### config.mk
export PLATFORM = sky130hd
export DESIGN_NAME = vrlmc_core
export DESIGN_NICKNAME = d
export VERILOG_FILES = /design/src/common/vrlmc_pkg.sv /design/src/rtl/vrlmc_core.sv
export VERILOG_INCLUDE_DIRS = /design/src /design/src/common
export SDC_FILE = /design/constraint.sdc
export NUM_CORES = 1
export LEC_CHECK = 0
export BUFFER_PORTS_ARGS = -buffer_cell sky130_fd_sc_hd__buf_4
export CAP_MARGIN = 30
export CORE_UTILIZATION = 50
export CTS_BUF_LIST = sky130_fd_sc_hd__clkbuf_4 sky130_fd_sc_hd__clkbuf_8 sky130_fd_sc_hd__clkbuf_16
export CTS_CLUSTER_SIZE = 10
export DETAILED_ROUTE_END_ITERATION = 10
export GPL_TIMING_DRIVEN = 0
export PLACE_DENSITY_LB_ADDON = 0.12
export SYNTH_ARGS = -nofsm -noshare
export SYNTH_HDL_FRONTEND = slang
export SYNTH_SLANG_ARGS = --single-unit
### constraint.sdc
create_clock -name ref_clk -period 128.5 [get_ports ref_clk]
set_input_delay 19.275 -clock ref_clk [delete_from_list [all_inputs] [get_ports ref_clk]]
set_output_delay 19.275 -clock ref_clk [all_outputs]
set_load 0.02 [all_outputs]
### src/common/vrlmc_defs.svh
// timing constants and widths for the ramp limit mode control
`ifndef VRLMC_DEFS_SVH
`define VRLMC_DEFS_SVH
`define VRLMC_CLK_PERIOD_NS 20
`define VRLMC_SHORT_RAMP_NS 1250
`define VRLMC_LONG_RAMP_NS 40000
`define VRLMC_SHORT_CYC (`VRLMC_SHORT_RAMP_NS / `VRLMC_CLK_PERIOD_NS)
`define VRLMC_LONG_CYC (`VRLMC_LONG_RAMP_NS / `VRLMC_CLK_PERIOD_NS)
`define VRLMC_QUICK_CYC 2
`define VRLMC_SLOW_SHIFT 1
`define VRLMC_RAMP_W 8
`define VRLMC_RATE_W 12
`define VRLMC_CNT_W 13
`define VRLMC_RAMP_MAX 8'hff
`endif

### src/common/vrlmc_pkg.sv
// types for the ramp limit mode control
package vrlmc_pkg;
  typedef enum logic [2:0] {
    VRLMC_AT_LOW = 3'b001,
    VRLMC_RISING = 3'b010,
    VRLMC_AT_HIGH = 3'b100
  } vrlmc_state_t;
  typedef enum logic {
    VRLMC_RAMP_MODE = 1'b0,
    VRLMC_CURVE_MODE = 1'b1
  } vrlmc_curve_t;
endpackage

### src/rtl/vrlmc_core.sv
// ramp timing, limit decode, overflow strobe and ramp/curve axis drive
// Summary of operation
// RL1: lower_limit_n low when ramp fully discharged
// RL2: upper_limit_n low when ramp fully charged
// RL3: both high in transit; never both low
// RL4: strobe is NAND of the two limits
// RL5: status logic clocks overflow bit from strobe
// RL6: converters flag beam outside programmable area
// RL7: out of range forces z output blanked
// RL8: zero rate word gives 1.25 us ramp
// RL9: larger rate word gives longer ramp
// RL10: all-ones rate word gives 40 us ramp
// RL11: normal speed times from rate word only
// RL12: quick move completes ramp almost immediately
// RL13: slow select stretches every ramp except a quick move
// RL14: curve mode code clears curve select
// RL15: start pulse trailing edge sets curve select
// RL16: ramp mode drives identical x and y
// RL17: curve mode drives cosine x, sine y
// RL18: direction high charges, low discharges ramp
// RL19: short vectors present all-zero rate word
// RL20: ramp progress is a cycle counter
// RL21: reset clears curve select and overflow bit
`include "vrlmc_defs.svh"
module vrlmc_core
  import vrlmc_pkg::*;
(
  // clock and reset
  input wire logic ref_clk,
  input wire logic reset,
  // controller inputs
  input wire logic ramp_direction,
  input wire logic [11:0] charge_rate_word,
  input wire logic quick_move_n,
  input wire logic slow_speed_sel,
  input wire logic curve_mode_code,
  input wire logic draw_mode_code,
  input wire logic curve_start_pulse,
  input wire logic beam_unblank_req,
  // converter input
  input wire logic beam_out_of_range,
  // limit code and strobe
  output logic lower_limit_n,
  output logic upper_limit_n,
  output logic overflow_sample_strobe,
  output logic overflow_flag,
  // axis drives
  output logic [7:0] x_axis_drive,
  output logic [7:0] y_axis_drive,
  output logic curve_mode,
  output logic z_intensity_out
);
  localparam logic [12:0] SHORT_CYC = 13'(`VRLMC_SHORT_CYC);
  localparam logic [12:0] LONG_CYC = 13'(`VRLMC_LONG_CYC);
  localparam logic [12:0] QUICK_CYC = 13'(`VRLMC_QUICK_CYC);

  // quarter-wave sine, 16 points over the 8-bit ramp span
  function automatic logic [7:0] sine_q(input logic [7:0] r);
    logic [7:0] t;
    t = 8'h00;
    case (r[7:4])
      4'h0: t = 8'h00;
      4'h1: t = 8'h19;
      4'h2: t = 8'h32;
      4'h3: t = 8'h4a;
      4'h4: t = 8'h62;
      4'h5: t = 8'h78;
      4'h6: t = 8'h8e;
      4'h7: t = 8'ha2;
      4'h8: t = 8'hb5;
      4'h9: t = 8'hc6;
      4'ha: t = 8'hd5;
      4'hb: t = 8'he2;
      4'hc: t = 8'hed;
      4'hd: t = 8'hf5;
      4'he: t = 8'hfb;
      default: t = 8'hff;
    endcase
    return t;
  endfunction

  // synchronised inputs
  logic [1:0] dir_s_ff, qm_s_ff, slow_s_ff, cmc_s_ff, csp_s_ff, oor_s_ff, dmc_s_ff, ub_s_ff;
  logic [11:0] rate_a_ff, rate_b_ff;
  always_ff @(posedge ref_clk)
  begin
    if (reset)
    begin
      dir_s_ff <= 2'h0;
      qm_s_ff <= 2'h3;
      slow_s_ff <= 2'h0;
      cmc_s_ff <= 2'h0;
      csp_s_ff <= 2'h3;
      oor_s_ff <= 2'h0;
      dmc_s_ff <= 2'h0;
      ub_s_ff <= 2'h0;
      rate_a_ff <= 12'h000;
      rate_b_ff <= 12'h000;
    end
    else
    begin
      dir_s_ff <= {dir_s_ff[0], ramp_direction};
      qm_s_ff <= {qm_s_ff[0], quick_move_n};
      slow_s_ff <= {slow_s_ff[0], slow_speed_sel};
      cmc_s_ff <= {cmc_s_ff[0], curve_mode_code};
      csp_s_ff <= {csp_s_ff[0], curve_start_pulse};
      oor_s_ff <= {oor_s_ff[0], beam_out_of_range};
      dmc_s_ff <= {dmc_s_ff[0], draw_mode_code};
      ub_s_ff <= {ub_s_ff[0], beam_unblank_req};
      rate_a_ff <= charge_rate_word;
      rate_b_ff <= rate_a_ff;
    end
  end
  logic csp_d_ff;

  // ramp counter state
  vrlmc_state_t state_ff, nxt_state;
  logic [12:0] cnt_ff, nxt_cnt;
  logic [12:0] term;
  logic [7:0] ramp_lvl;
  logic [24:0] span;
  always_comb
  begin
    span = 25'(LONG_CYC - SHORT_CYC) * 25'(rate_b_ff);
    term = SHORT_CYC + 13'(span / 25'hfff); // RL8 RL9 RL10 RL11 RL19
    if (!qm_s_ff[1])
      term = QUICK_CYC; // RL12
    else if (slow_s_ff[1])
      term = 13'(term << `VRLMC_SLOW_SHIFT); // RL13
    nxt_state = state_ff;
    nxt_cnt = cnt_ff;
    case (state_ff)
      VRLMC_AT_LOW:
      begin
        nxt_cnt = 13'h0000;
        if (dir_s_ff[1])
          nxt_state = VRLMC_RISING; // RL18
      end
      VRLMC_RISING:
      begin
        if (dir_s_ff[1])
        begin
          if (cnt_ff >= term - 13'h0001)
            nxt_state = VRLMC_AT_HIGH; // RL20
          else
            nxt_cnt = cnt_ff + 13'h0001;
        end
        else if (cnt_ff == 13'h0000)
          nxt_state = VRLMC_AT_LOW;
        else
          nxt_cnt = cnt_ff - 13'h0001; // RL18
      end
      VRLMC_AT_HIGH:
      begin
        if (!dir_s_ff[1])
        begin
          nxt_state = VRLMC_RISING; // RL18
          nxt_cnt = term - 13'h0001; // RL9 RL10
        end
      end
      default:
      begin
        nxt_state = VRLMC_AT_LOW;
        nxt_cnt = 13'h0000;
      end
    endcase
  end
  always_ff @(posedge ref_clk)
  begin
    if (reset)
    begin
      state_ff <= VRLMC_AT_LOW;
      cnt_ff <= 13'h0000;
    end
    else
    begin
      state_ff <= nxt_state;
      cnt_ff <= nxt_cnt;
    end
  end

  // mode flip-flop and outputs
  vrlmc_curve_t mode_ff, nxt_mode;
  logic nxt_low_n, nxt_up_n, nxt_ovf;
  logic [7:0] nxt_x, nxt_y;
  logic [20:0] scaled;
  always_comb
  begin
    nxt_mode = mode_ff;
    if (cmc_s_ff[1])
      nxt_mode = VRLMC_RAMP_MODE; // RL14
    else if (csp_s_ff[1] && !csp_d_ff)
      nxt_mode = VRLMC_CURVE_MODE; // RL15
    nxt_low_n = (nxt_state != VRLMC_AT_LOW); // RL1
    nxt_up_n = (nxt_state != VRLMC_AT_HIGH); // RL2 RL3
    scaled = 21'(nxt_cnt) * 21'(`VRLMC_RAMP_MAX) / 21'(term == 13'h0000 ? 13'h0001 : term);
    if (nxt_state == VRLMC_AT_HIGH)
      ramp_lvl = `VRLMC_RAMP_MAX;
    else if (nxt_state == VRLMC_AT_LOW)
      ramp_lvl = 8'h00;
    else
      ramp_lvl = (scaled > 21'(`VRLMC_RAMP_MAX)) ? `VRLMC_RAMP_MAX : scaled[7:0];
    if (nxt_mode == VRLMC_CURVE_MODE)
    begin
      nxt_x = sine_q(8'(`VRLMC_RAMP_MAX - ramp_lvl)); // RL17
      nxt_y = sine_q(ramp_lvl); // RL17
    end
    else
    begin
      nxt_x = ramp_lvl; // RL16
      nxt_y = ramp_lvl; // RL16
    end
    nxt_ovf = overflow_flag;
    if (!overflow_sample_strobe && !(nxt_low_n && nxt_up_n))
      nxt_ovf = oor_s_ff[1]; // RL5 RL6
  end
  always_ff @(posedge ref_clk)
  begin
    if (reset)
    begin
      mode_ff <= VRLMC_RAMP_MODE; // RL21
      csp_d_ff <= 1'b1;
      lower_limit_n <= 1'b0;
      upper_limit_n <= 1'b1;
      overflow_sample_strobe <= 1'b1;
      overflow_flag <= 1'b0; // RL21
      x_axis_drive <= 8'h00;
      y_axis_drive <= 8'h00;
      curve_mode <= 1'b0;
      z_intensity_out <= 1'b0;
    end
    else
    begin
      mode_ff <= nxt_mode;
      csp_d_ff <= csp_s_ff[1];
      lower_limit_n <= nxt_low_n;
      upper_limit_n <= nxt_up_n;
      overflow_sample_strobe <= ~(nxt_low_n & nxt_up_n); // RL4
      overflow_flag <= nxt_ovf;
      x_axis_drive <= nxt_x;
      y_axis_drive <= nxt_y;
      curve_mode <= (nxt_mode == VRLMC_CURVE_MODE);
      z_intensity_out <= ub_s_ff[1] & dmc_s_ff[1] & ~oor_s_ff[1] & nxt_low_n & nxt_up_n; // RL7
    end
  end

  // checks
  never_both_low_a: assert property (@(posedge ref_clk) disable iff (reset) // RL3
    lower_limit_n || upper_limit_n) else $error("both limits low");
  strobe_nand_a: assert property (@(posedge ref_clk) disable iff (reset) // RL4
    overflow_sample_strobe == !(lower_limit_n && upper_limit_n)) else $error("strobe wrong");
  blank_oor_a: assert property (@(posedge ref_clk) disable iff (reset) // RL7
    oor_s_ff[1] |=> !z_intensity_out) else $error("z not blanked");
  curve_clear_a: assert property (@(posedge ref_clk) disable iff (reset) // RL14
    cmc_s_ff[1] |=> !curve_mode) else $error("curve not cleared");
  curve_set_a: assert property (@(posedge ref_clk) disable iff (reset) // RL15
    (!cmc_s_ff[1] && csp_s_ff[1] && !csp_d_ff) |=> curve_mode) else $error("curve not set");
  ramp_equal_a: assert property (@(posedge ref_clk) disable iff (reset) // RL16
    !curve_mode |-> x_axis_drive == y_axis_drive) else $error("axes differ");
  quick_done_a: assert property (@(posedge ref_clk) disable iff (reset) // RL12
    (state_ff == VRLMC_AT_LOW && dir_s_ff[1] && !qm_s_ff[1]) ##1 (dir_s_ff[1] && !qm_s_ff[1])[*3]
    |-> ##[0:1] !upper_limit_n) else $error("quick ramp slow");
  short_ramp_a: assert property (@(posedge ref_clk) disable iff (reset) // RL8
    (state_ff == VRLMC_RISING && cnt_ff == 13'h0000 && rate_b_ff == 12'h000
     && qm_s_ff[1] && !slow_s_ff[1] && dir_s_ff[1]) |-> term == SHORT_CYC)
    else $error("short ramp length wrong");
  rise_start_a: assert property (@(posedge ref_clk) disable iff (reset) // RL18
    (state_ff == VRLMC_AT_LOW && dir_s_ff[1]) |=> lower_limit_n) else $error("ramp not rising");
  // limit decode, timing, axis, mode hold and reset checks
  lower_decode_a: assert property (@(posedge ref_clk) disable iff (reset) // RL1
    (state_ff == VRLMC_AT_LOW) == !lower_limit_n)
    else $error("lower limit decode wrong");
  upper_decode_a: assert property (@(posedge ref_clk) disable iff (reset) // RL2
    (state_ff == VRLMC_AT_HIGH) == !upper_limit_n)
    else $error("upper limit decode wrong");
  transit_high_a: assert property (@(posedge ref_clk) disable iff (reset) // RL3
    (state_ff == VRLMC_RISING) |-> (lower_limit_n && upper_limit_n))
    else $error("transit code wrong");
  hold_low_a: assert property (@(posedge ref_clk) disable iff (reset) // RL18
    (state_ff == VRLMC_AT_LOW && !dir_s_ff[1]) |=> !lower_limit_n)
    else $error("left lower limit");
  hold_high_a: assert property (@(posedge ref_clk) disable iff (reset) // RL18
    (state_ff == VRLMC_AT_HIGH && dir_s_ff[1]) |=> !upper_limit_n)
    else $error("left upper limit");
  fall_start_a: assert property (@(posedge ref_clk) disable iff (reset) // RL18
    (state_ff == VRLMC_AT_HIGH && !dir_s_ff[1]) |=> upper_limit_n)
    else $error("ramp not falling");
  long_term_a: assert property (@(posedge ref_clk) disable iff (reset) // RL10
    (rate_b_ff == 12'hfff && qm_s_ff[1] && !slow_s_ff[1]) |-> (term == LONG_CYC))
    else $error("long ramp length wrong");
  slow_term_a: assert property (@(posedge ref_clk) disable iff (reset) // RL13
    (qm_s_ff[1] && slow_s_ff[1]) |-> (term >= 13'(SHORT_CYC << 1)))
    else $error("slow ramp not stretched");
  axis_top_a: assert property (@(posedge ref_clk) disable iff (reset) // RL16
    (!curve_mode && !upper_limit_n) |-> (x_axis_drive == 8'hff))
    else $error("ramp top level wrong");
  axis_bottom_a: assert property (@(posedge ref_clk) disable iff (reset) // RL16
    (!curve_mode && !lower_limit_n) |-> (x_axis_drive == 8'h00))
    else $error("ramp bottom level wrong");
  curve_top_a: assert property (@(posedge ref_clk) disable iff (reset) // RL17
    (curve_mode && !upper_limit_n) |-> (x_axis_drive == 8'h00 && y_axis_drive == 8'hff))
    else $error("curve end point wrong");
  curve_bottom_a: assert property (@(posedge ref_clk) disable iff (reset) // RL17
    (curve_mode && !lower_limit_n) |-> (x_axis_drive == 8'hff && y_axis_drive == 8'h00))
    else $error("curve start point wrong");
  mode_hold_a: assert property (@(posedge ref_clk) disable iff (reset) // RL15
    (!cmc_s_ff[1] && !(csp_s_ff[1] && !csp_d_ff)) |=> $stable(curve_mode))
    else $error("curve select changed");
  reset_clear_a: assert property (@(posedge ref_clk) // RL21
    reset |=> (!curve_mode && !overflow_flag))
    else $error("reset left state set");
endmodule

==> reports/qor.csv, run 1 <==
metric;value;unit
Slew headroom;31.9;%
Routed Wire Length;68800;µm
synth top area cells;ha_1, fa_1, dfxtp_1;
CTS sink cnt;79;
antenna violations before repair;0;
layout cell share with drive strength beyond 1;8.75;%
vias per cell;6.20;
IO Port Bufs;42;
Setup CP Type;flip-flop to flip-flop;
Async SR Flop Fraction;0;%
Compound-Gate Fraction of Synth Area;27.4;%
first-pass GRT wire length;113000;µm
Congestion Overflow GR;0;
post-layout util;54.3;%
DR pass1 iterations;5;
HP Class;flip-flop to flip-flop;
# resized after CTS;0;
CP max-delay cell;a2111oi_0;
crit-path most repeated cell;o21a_1;
Finished Cell Area;24700;µm²
critical path arrival;93.80;ns
status;complete, no violations;
worst-margin pin slew;1.02;ns
Die Height;217;µm
min Tclk post-route;93.63;ns
CTS tree;built;
reg2reg path depth;415;
final period utilization;72.9;%
Die Width;217;µm
cells after synthesis;3074;
dpl hpwl;57200;µm
synthesized flop and latch total;79;
DRC;0;
area leader, netlist;ha_1;
worst-skew pair later-pin latency;0.34;ns
vias in the first global route;22300;
Synth top area share;17.4;%
H-tree depth;3;
Final TNS setup;0;ns
final-report max-slew violation count;0;
sequential element share of the synthesized area;6.87;%
Max Cap Viol;0;
Worst R2R Setup Slack;34.87;ns
largest net degree at the start of global routing;18;
Iteration-0 DRC Markers;1615;
largest family of logic cells by synthesized area;compound AO/OA/AOI/OAI gates;
skew final;0.00587;ns
Initial Utilization;50.7;%
drt wl/cell;18.4;µm
Clock Path Buffers;2;
number of CTS-inserted buffers;9;
YS warnings;0;
gpl congestion;0.932;
worst hold path depth;1;
Post-CTS Setup Inserts;0;
Setup crit end kind;flip-flop;
Vias;23200;
DP Area;24400;µm²
Post-Synth Adder-Cell Area;25.1;%
FILL cells;4461;
Hold-fix buffers, CTS;0;
GRT Total Usage;28.9;%
Cell variety after synth;134;
Top FF cell, synth;dfxtp_1;
Post-Syn Area;23000;µm²
Post-Synth XOR/XNOR Area;5.79;%
io pins;44;
CTS Root Cell;clkbuf_16;
CTS clk-pin slew, worst paths;0.06;ns
Avg Inst Size Synth;7.49;µm²
Antenna Cells;0;
Max Clk Rate;10.7;MHz
CP startpoint kind;flip-flop;
CP max stage delay;0.87;ns
Final Hold Vio Count;0;
CP required;128.66;ns
RSZ-0062 raised after global routing;no;
Mapped Nets;3503;
crit path max fanout;13;
nets;3568;
final setup vio count;0;
Synth Area in Simple Gates;25.3;%
row count;78;
post-synthesis mux area share;4.24;%
core area;45400;µm²
Routed Antenna Nets;0;
die area;46900;µm²
Area Overhead vs Synth;7.06;%
Post-synth EDFFs;0;
==> state kept, by name, summed over array words and instances (netlist names) <==
register                flops
y_axis_drive                8
cmc_s_ff                    2
oor_s_ff                    2
qm_s_ff                     2
cnt_ff                     13
x_axis_drive                8
ub_s_ff                     2
csp_d_ff                    1
slow_s_ff                   2
upper_limit_n               1
dmc_s_ff                    2
overflow_flag               1
overflow_sample_strobe      1
csp_s_ff                    2
z_intensity_out             1
rate_b_ff                  12
lower_limit_n               1
mode_ff                     1
dir_s_ff                    2
rate_a_ff                  12
state_ff                    3
==> synthesized netlist by cell type (61+ instances only) <==
cell      instances
nand3_1          76
inv_1           217
ha_1            320
a21oi_1         194
o21a_1          123
nor2_1          269
fa_1             87
nor3_1          171
nand2_1         237
o21ai_0         141
mux2_2           61
dfxtp_1          79
nor2b_1          74
xnor2_1          95
clkbuf_1         65
==> layout make-up <==
| class | instances | area [µm²] | area share (%) |
|---|---|---|---|
| multi-input cells | 2687 | 20300 | 82.2 |
| well taps | 600 | 751 | 3.05 |
| repair buffers | 54 | 538 | 2.18 |
| clock buffers | 9 | 225 | 0.914 |
| flip-flops and latches | 79 | 1580 | 6.42 |
| inverters | 219 | 822 | 3.33 |
| plain buffers | 89 | 398 | 1.61 |
| clock inverters | 7 | 73.8 | 0.299 |
==> path summary, 6_finish.rpt <==
check | from | to
worst max register to register | rate_b_ff[2]$_SDFF_PP0_ | y_axis_drive[0]$_SDFF_PP0_
worst min register to register | csp_s_ff[0]$_SDFF_PP1_ | csp_s_ff[1]$_SDFF_PP1_
worst min-delay path | csp_s_ff[0]$_SDFF_PP1_ | csp_s_ff[1]$_SDFF_PP1_
worst max-delay path | rate_b_ff[2]$_SDFF_PP0_ | y_axis_drive[0]$_SDFF_PP0_
==> worst max-delay path: cells and delay by family, from the launching register on <==
| kind | cells | cell delay [ns] |
|---|---|---|
| mux | 10 | 3.48 |
| xor+xnor | 7 | 1.98 |
| compound gates | 208 | 45.50 |
| flops | 1 | 0.44 |
| simple gates | 105 | 19.24 |
| fa+ha+maj | 35 | 12.28 |
| buf+inv | 50 | 10.33 |
==> kinds of logic (layout without fill, tap and decap cells) <==
| group | count (synthesis) | after routing |
|---|---|---|
| AOI/OAI and AO/OA | 902 | 902 |
| and+or+nand+nor | 1137 | 1137 |
| DFF | 79 | 79 |
| adders and majority gates | 410 | 410 |
| muxes | 89 | 89 |
| xor gates and xnor gates | 149 | 149 |
| buffers and inverters | 308 | 378 |
==> cell usage in the layout (no fill, tap or decap), types with 10 or more instances in the layout <==
| master | count |
|---|---|
| a211oi_1 | 34 |
| a21o_1 | 51 |
| a21oi_1 | 192 |
| a31oi_1 | 43 |
| and2_1 | 30 |
| and3_1 | 23 |
| buf_2 | 14 |
| buf_4 | 47 |
| clkbuf_1 | 65 |
| dfxtp_1 | 79 |
| fa_1 | 87 |
| ha_1 | 320 |
| inv_1 | 217 |
| mux2_2 | 61 |
| mux2i_1 | 23 |
| nand2_1 | 237 |
| nand2b_1 | 43 |
| nand3_1 | 76 |
| nand3b_1 | 12 |
| nand4_1 | 48 |
| nor2_1 | 269 |
| nor2b_1 | 73 |
| nor3_1 | 171 |
| nor4_1 | 18 |
| o211a_1 | 10 |
| o211ai_1 | 29 |
| o21a_1 | 123 |
| o21ai_0 | 140 |
| o21ai_1 | 19 |
| o21bai_1 | 25 |
| o22ai_1 | 18 |
| o31ai_1 | 40 |
| or2_2 | 25 |
| or3_1 | 28 |
| or4_1 | 11 |
| xnor2_1 | 95 |
| xor2_1 | 51 |
==> routing by layer <==
metal  part of all wire [%]  vias up  GRT usage [%]
met1                     48    11100           40.8
met3                    4.8       64           2.15
met4                    1.5        0           5.38
met2                     45      642           48.3
li1                       -    11400              -
met5                      0        -              0
==> through the flow <==
stage                     cells  hold WS [ns]  worst slack, ns
after floorplan            3074         0.389            51.25
after global routing       3744         0.444            27.23
after global placement     3716         0.393            35.56
after detailed placement   3728         0.393            36.22
final                      3744         0.407            34.87
after CTS                  3744         0.409            35.84
Power of run 1 is left out: the tool's default activity adds up to more than one toggle a clock period on the data nets, which glitch-free logic cannot reach.
==> run 2: changes to the inputs <==
==> constraint.sdc (replaced) <==
create_clock -name ref_clk -period 89.7 [get_ports ref_clk]
set_input_delay 13.455 -clock ref_clk [delete_from_list [all_inputs] [get_ports ref_clk]]
set_output_delay 13.455 -clock ref_clk [all_outputs]
set_load 0.02 [all_outputs]
==> reports/qor.csv, run 2 (synthesized netlist as in run 1, its figures left out) <==
metric;value;unit
status;complete, no violations;
commonest cells after routing, fill and taps aside;ha_1, nor2_1, nand2_1;
vias in the first global route;22400;
final period utilization;93.5;%
worst-skew pair later-pin latency;0.35;ns
Largest regs;cnt_ff: 13 flops, rate_a_ff: 12 flops, rate_b_ff: 12 flops;
GRT Total Usage;29.0;%
crit path max fanout;10;
CTS clk-pin slew, worst paths;0.06;ns
Antenna Cells;0;
Initial Utilization;50.7;%
vias per cell;6.23;
CP startpoint kind;flip-flop;
HP Class;flip-flop to flip-flop;
Max Clk Rate;11.9;MHz
drt wl/cell;18.5;µm
Iteration-0 DRC Markers;1793;
min Tclk post-route;83.85;ns
largest register by flop count;cnt_ff;
final-report max-slew violation count;0;
antenna violations before repair;0;
row count;78;
max reg flops;13;
most common cell after layout, fill and taps aside;ha_1;
nets;3598;
core area;45400;µm²
CTS sink cnt;79;
gpl congestion;0.932;
Die Width;217;µm
skew final;0.00586;ns
CTS tree;built;
Max Cap Viol;0;
critical path arrival;84.03;ns
Setup CP Type;flip-flop to flip-flop;
Slew headroom;33.6;%
worst-margin pin slew;0.993;ns
die area;46900;µm²
Routed Wire Length;69700;µm
crit-path most repeated cell;o21a_1;
Setup crit end kind;flip-flop;
first-pass GRT wire length;113000;µm
IO Port Bufs;42;
CP max-delay cell;fa_1;
Clock Path Buffers;2;
DR pass1 iterations;5;
DRC;0;
CP max stage delay;0.57;ns
Die Height;217;µm
layout cell share with drive strength beyond 1;12.7;%
final setup vio count;0;
post-layout util;56.2;%
Routed Antenna Nets;0;
dpl hpwl;57200;µm
largest net degree at the start of global routing;18;
CP required;89.88;ns
number of CTS-inserted buffers;9;
io pins;44;
H-tree depth;3;
Hold-fix buffers, CTS;0;
Area Overhead vs Synth;10.7;%
CTS Root Cell;clkbuf_16;
Congestion Overflow GR;0;
Vias;23500;
Final Hold Vio Count;0;
-- run 2: changes by cell type in the layout (fill, tap and decap cells not counted), moves of 8 or more --
cell,before,now
buf_4,47,83
clkbuf_1,65,44
a21oi_1,192,182
nor2_1,269,259
clkbuf_2,0,8
-- run 2: final timing paths --
kind | from | to | slack [ns] | depth (start not counted)
min reg2reg | csp_s_ff[0]$_SDFF_PP1_ | csp_s_ff[1]$_SDFF_PP1_ | 0.41 | 1
max | rate_b_ff[2]$_SDFF_PP0_ | y_axis_drive[0]$_SDFF_PP0_ | 5.85 | 414
min | csp_s_ff[0]$_SDFF_PP1_ | csp_s_ff[1]$_SDFF_PP1_ | 0.41 | 1
max reg2reg | rate_b_ff[2]$_SDFF_PP0_ | y_axis_drive[0]$_SDFF_PP0_ | 5.85 | 414
-- run 2: area by class of cell --
| type | instances | area (µm²) |
|---|---|---|
| Clock inverter | 7 | 73.8 |
| Inverter | 219 | 833 |
| Tap cell | 600 | 751 |
| Clock buffer | 9 | 225 |
| Timing Repair Buffer | 91 | 828 |
| Multi-Input combinational cell | 2688 | 20800 |
| Buffer | 81 | 400 |
| Sequential cell | 79 | 1580 |
| Fill cell | 4382 | 19900 |
-- run 2: worst max-delay path: cells and delay by family, from the launching register on --
family,cells,cell delay [ns]
simple gates,107,18.59
compound gates,213,42.29
fa+ha+maj,35,12.22
mux,8,2.40
buf+inv,45,6.32
xor+xnor,6,1.22
flops,1,0.45
-- run 2: timing repair --
item / 4_1_cts / 5_1_grt
setup buffers: 2 / 35
pin swaps: 1 / 19
gates resized for setup: 23 / 124
cloned: 0 / 1
setup endpoints to repair: 4 / 6
-- run 2: layer usage --
layer,vias up,routed length [µm],GRT usage [%]
li1,11500,-,-
met1,11200,33400,41.0
met2,690,31700,48.5
met3,100,3430,2.02
met4,0,1170,5.19
met5,-,0,0
-- run 2: per-stage QoR --
| stage | setup slack, ns | cell area (µm²) | hold WS (ns) | std cells | setup TNS, ns |
|---|---|---|---|---|---|
| floorplan | 12.45 | 23000 | 0.389 | 3074 | 0 |
| CTS | 0.0361 | 24800 | 0.409 | 3746 | 0 |
| global placement | -3.24 | 24100 | 0.393 | 3716 | -7.33 |
| detailed placement | -2.58 | 24400 | 0.393 | 3728 | -5.13 |
| global route | -0.132 | 25500 | 0.444 | 3774 | -0.222 |
| finish | 5.85 | 25500 | 0.407 | 3774 | 0 |
Power of run 2 is left out for the same reason.
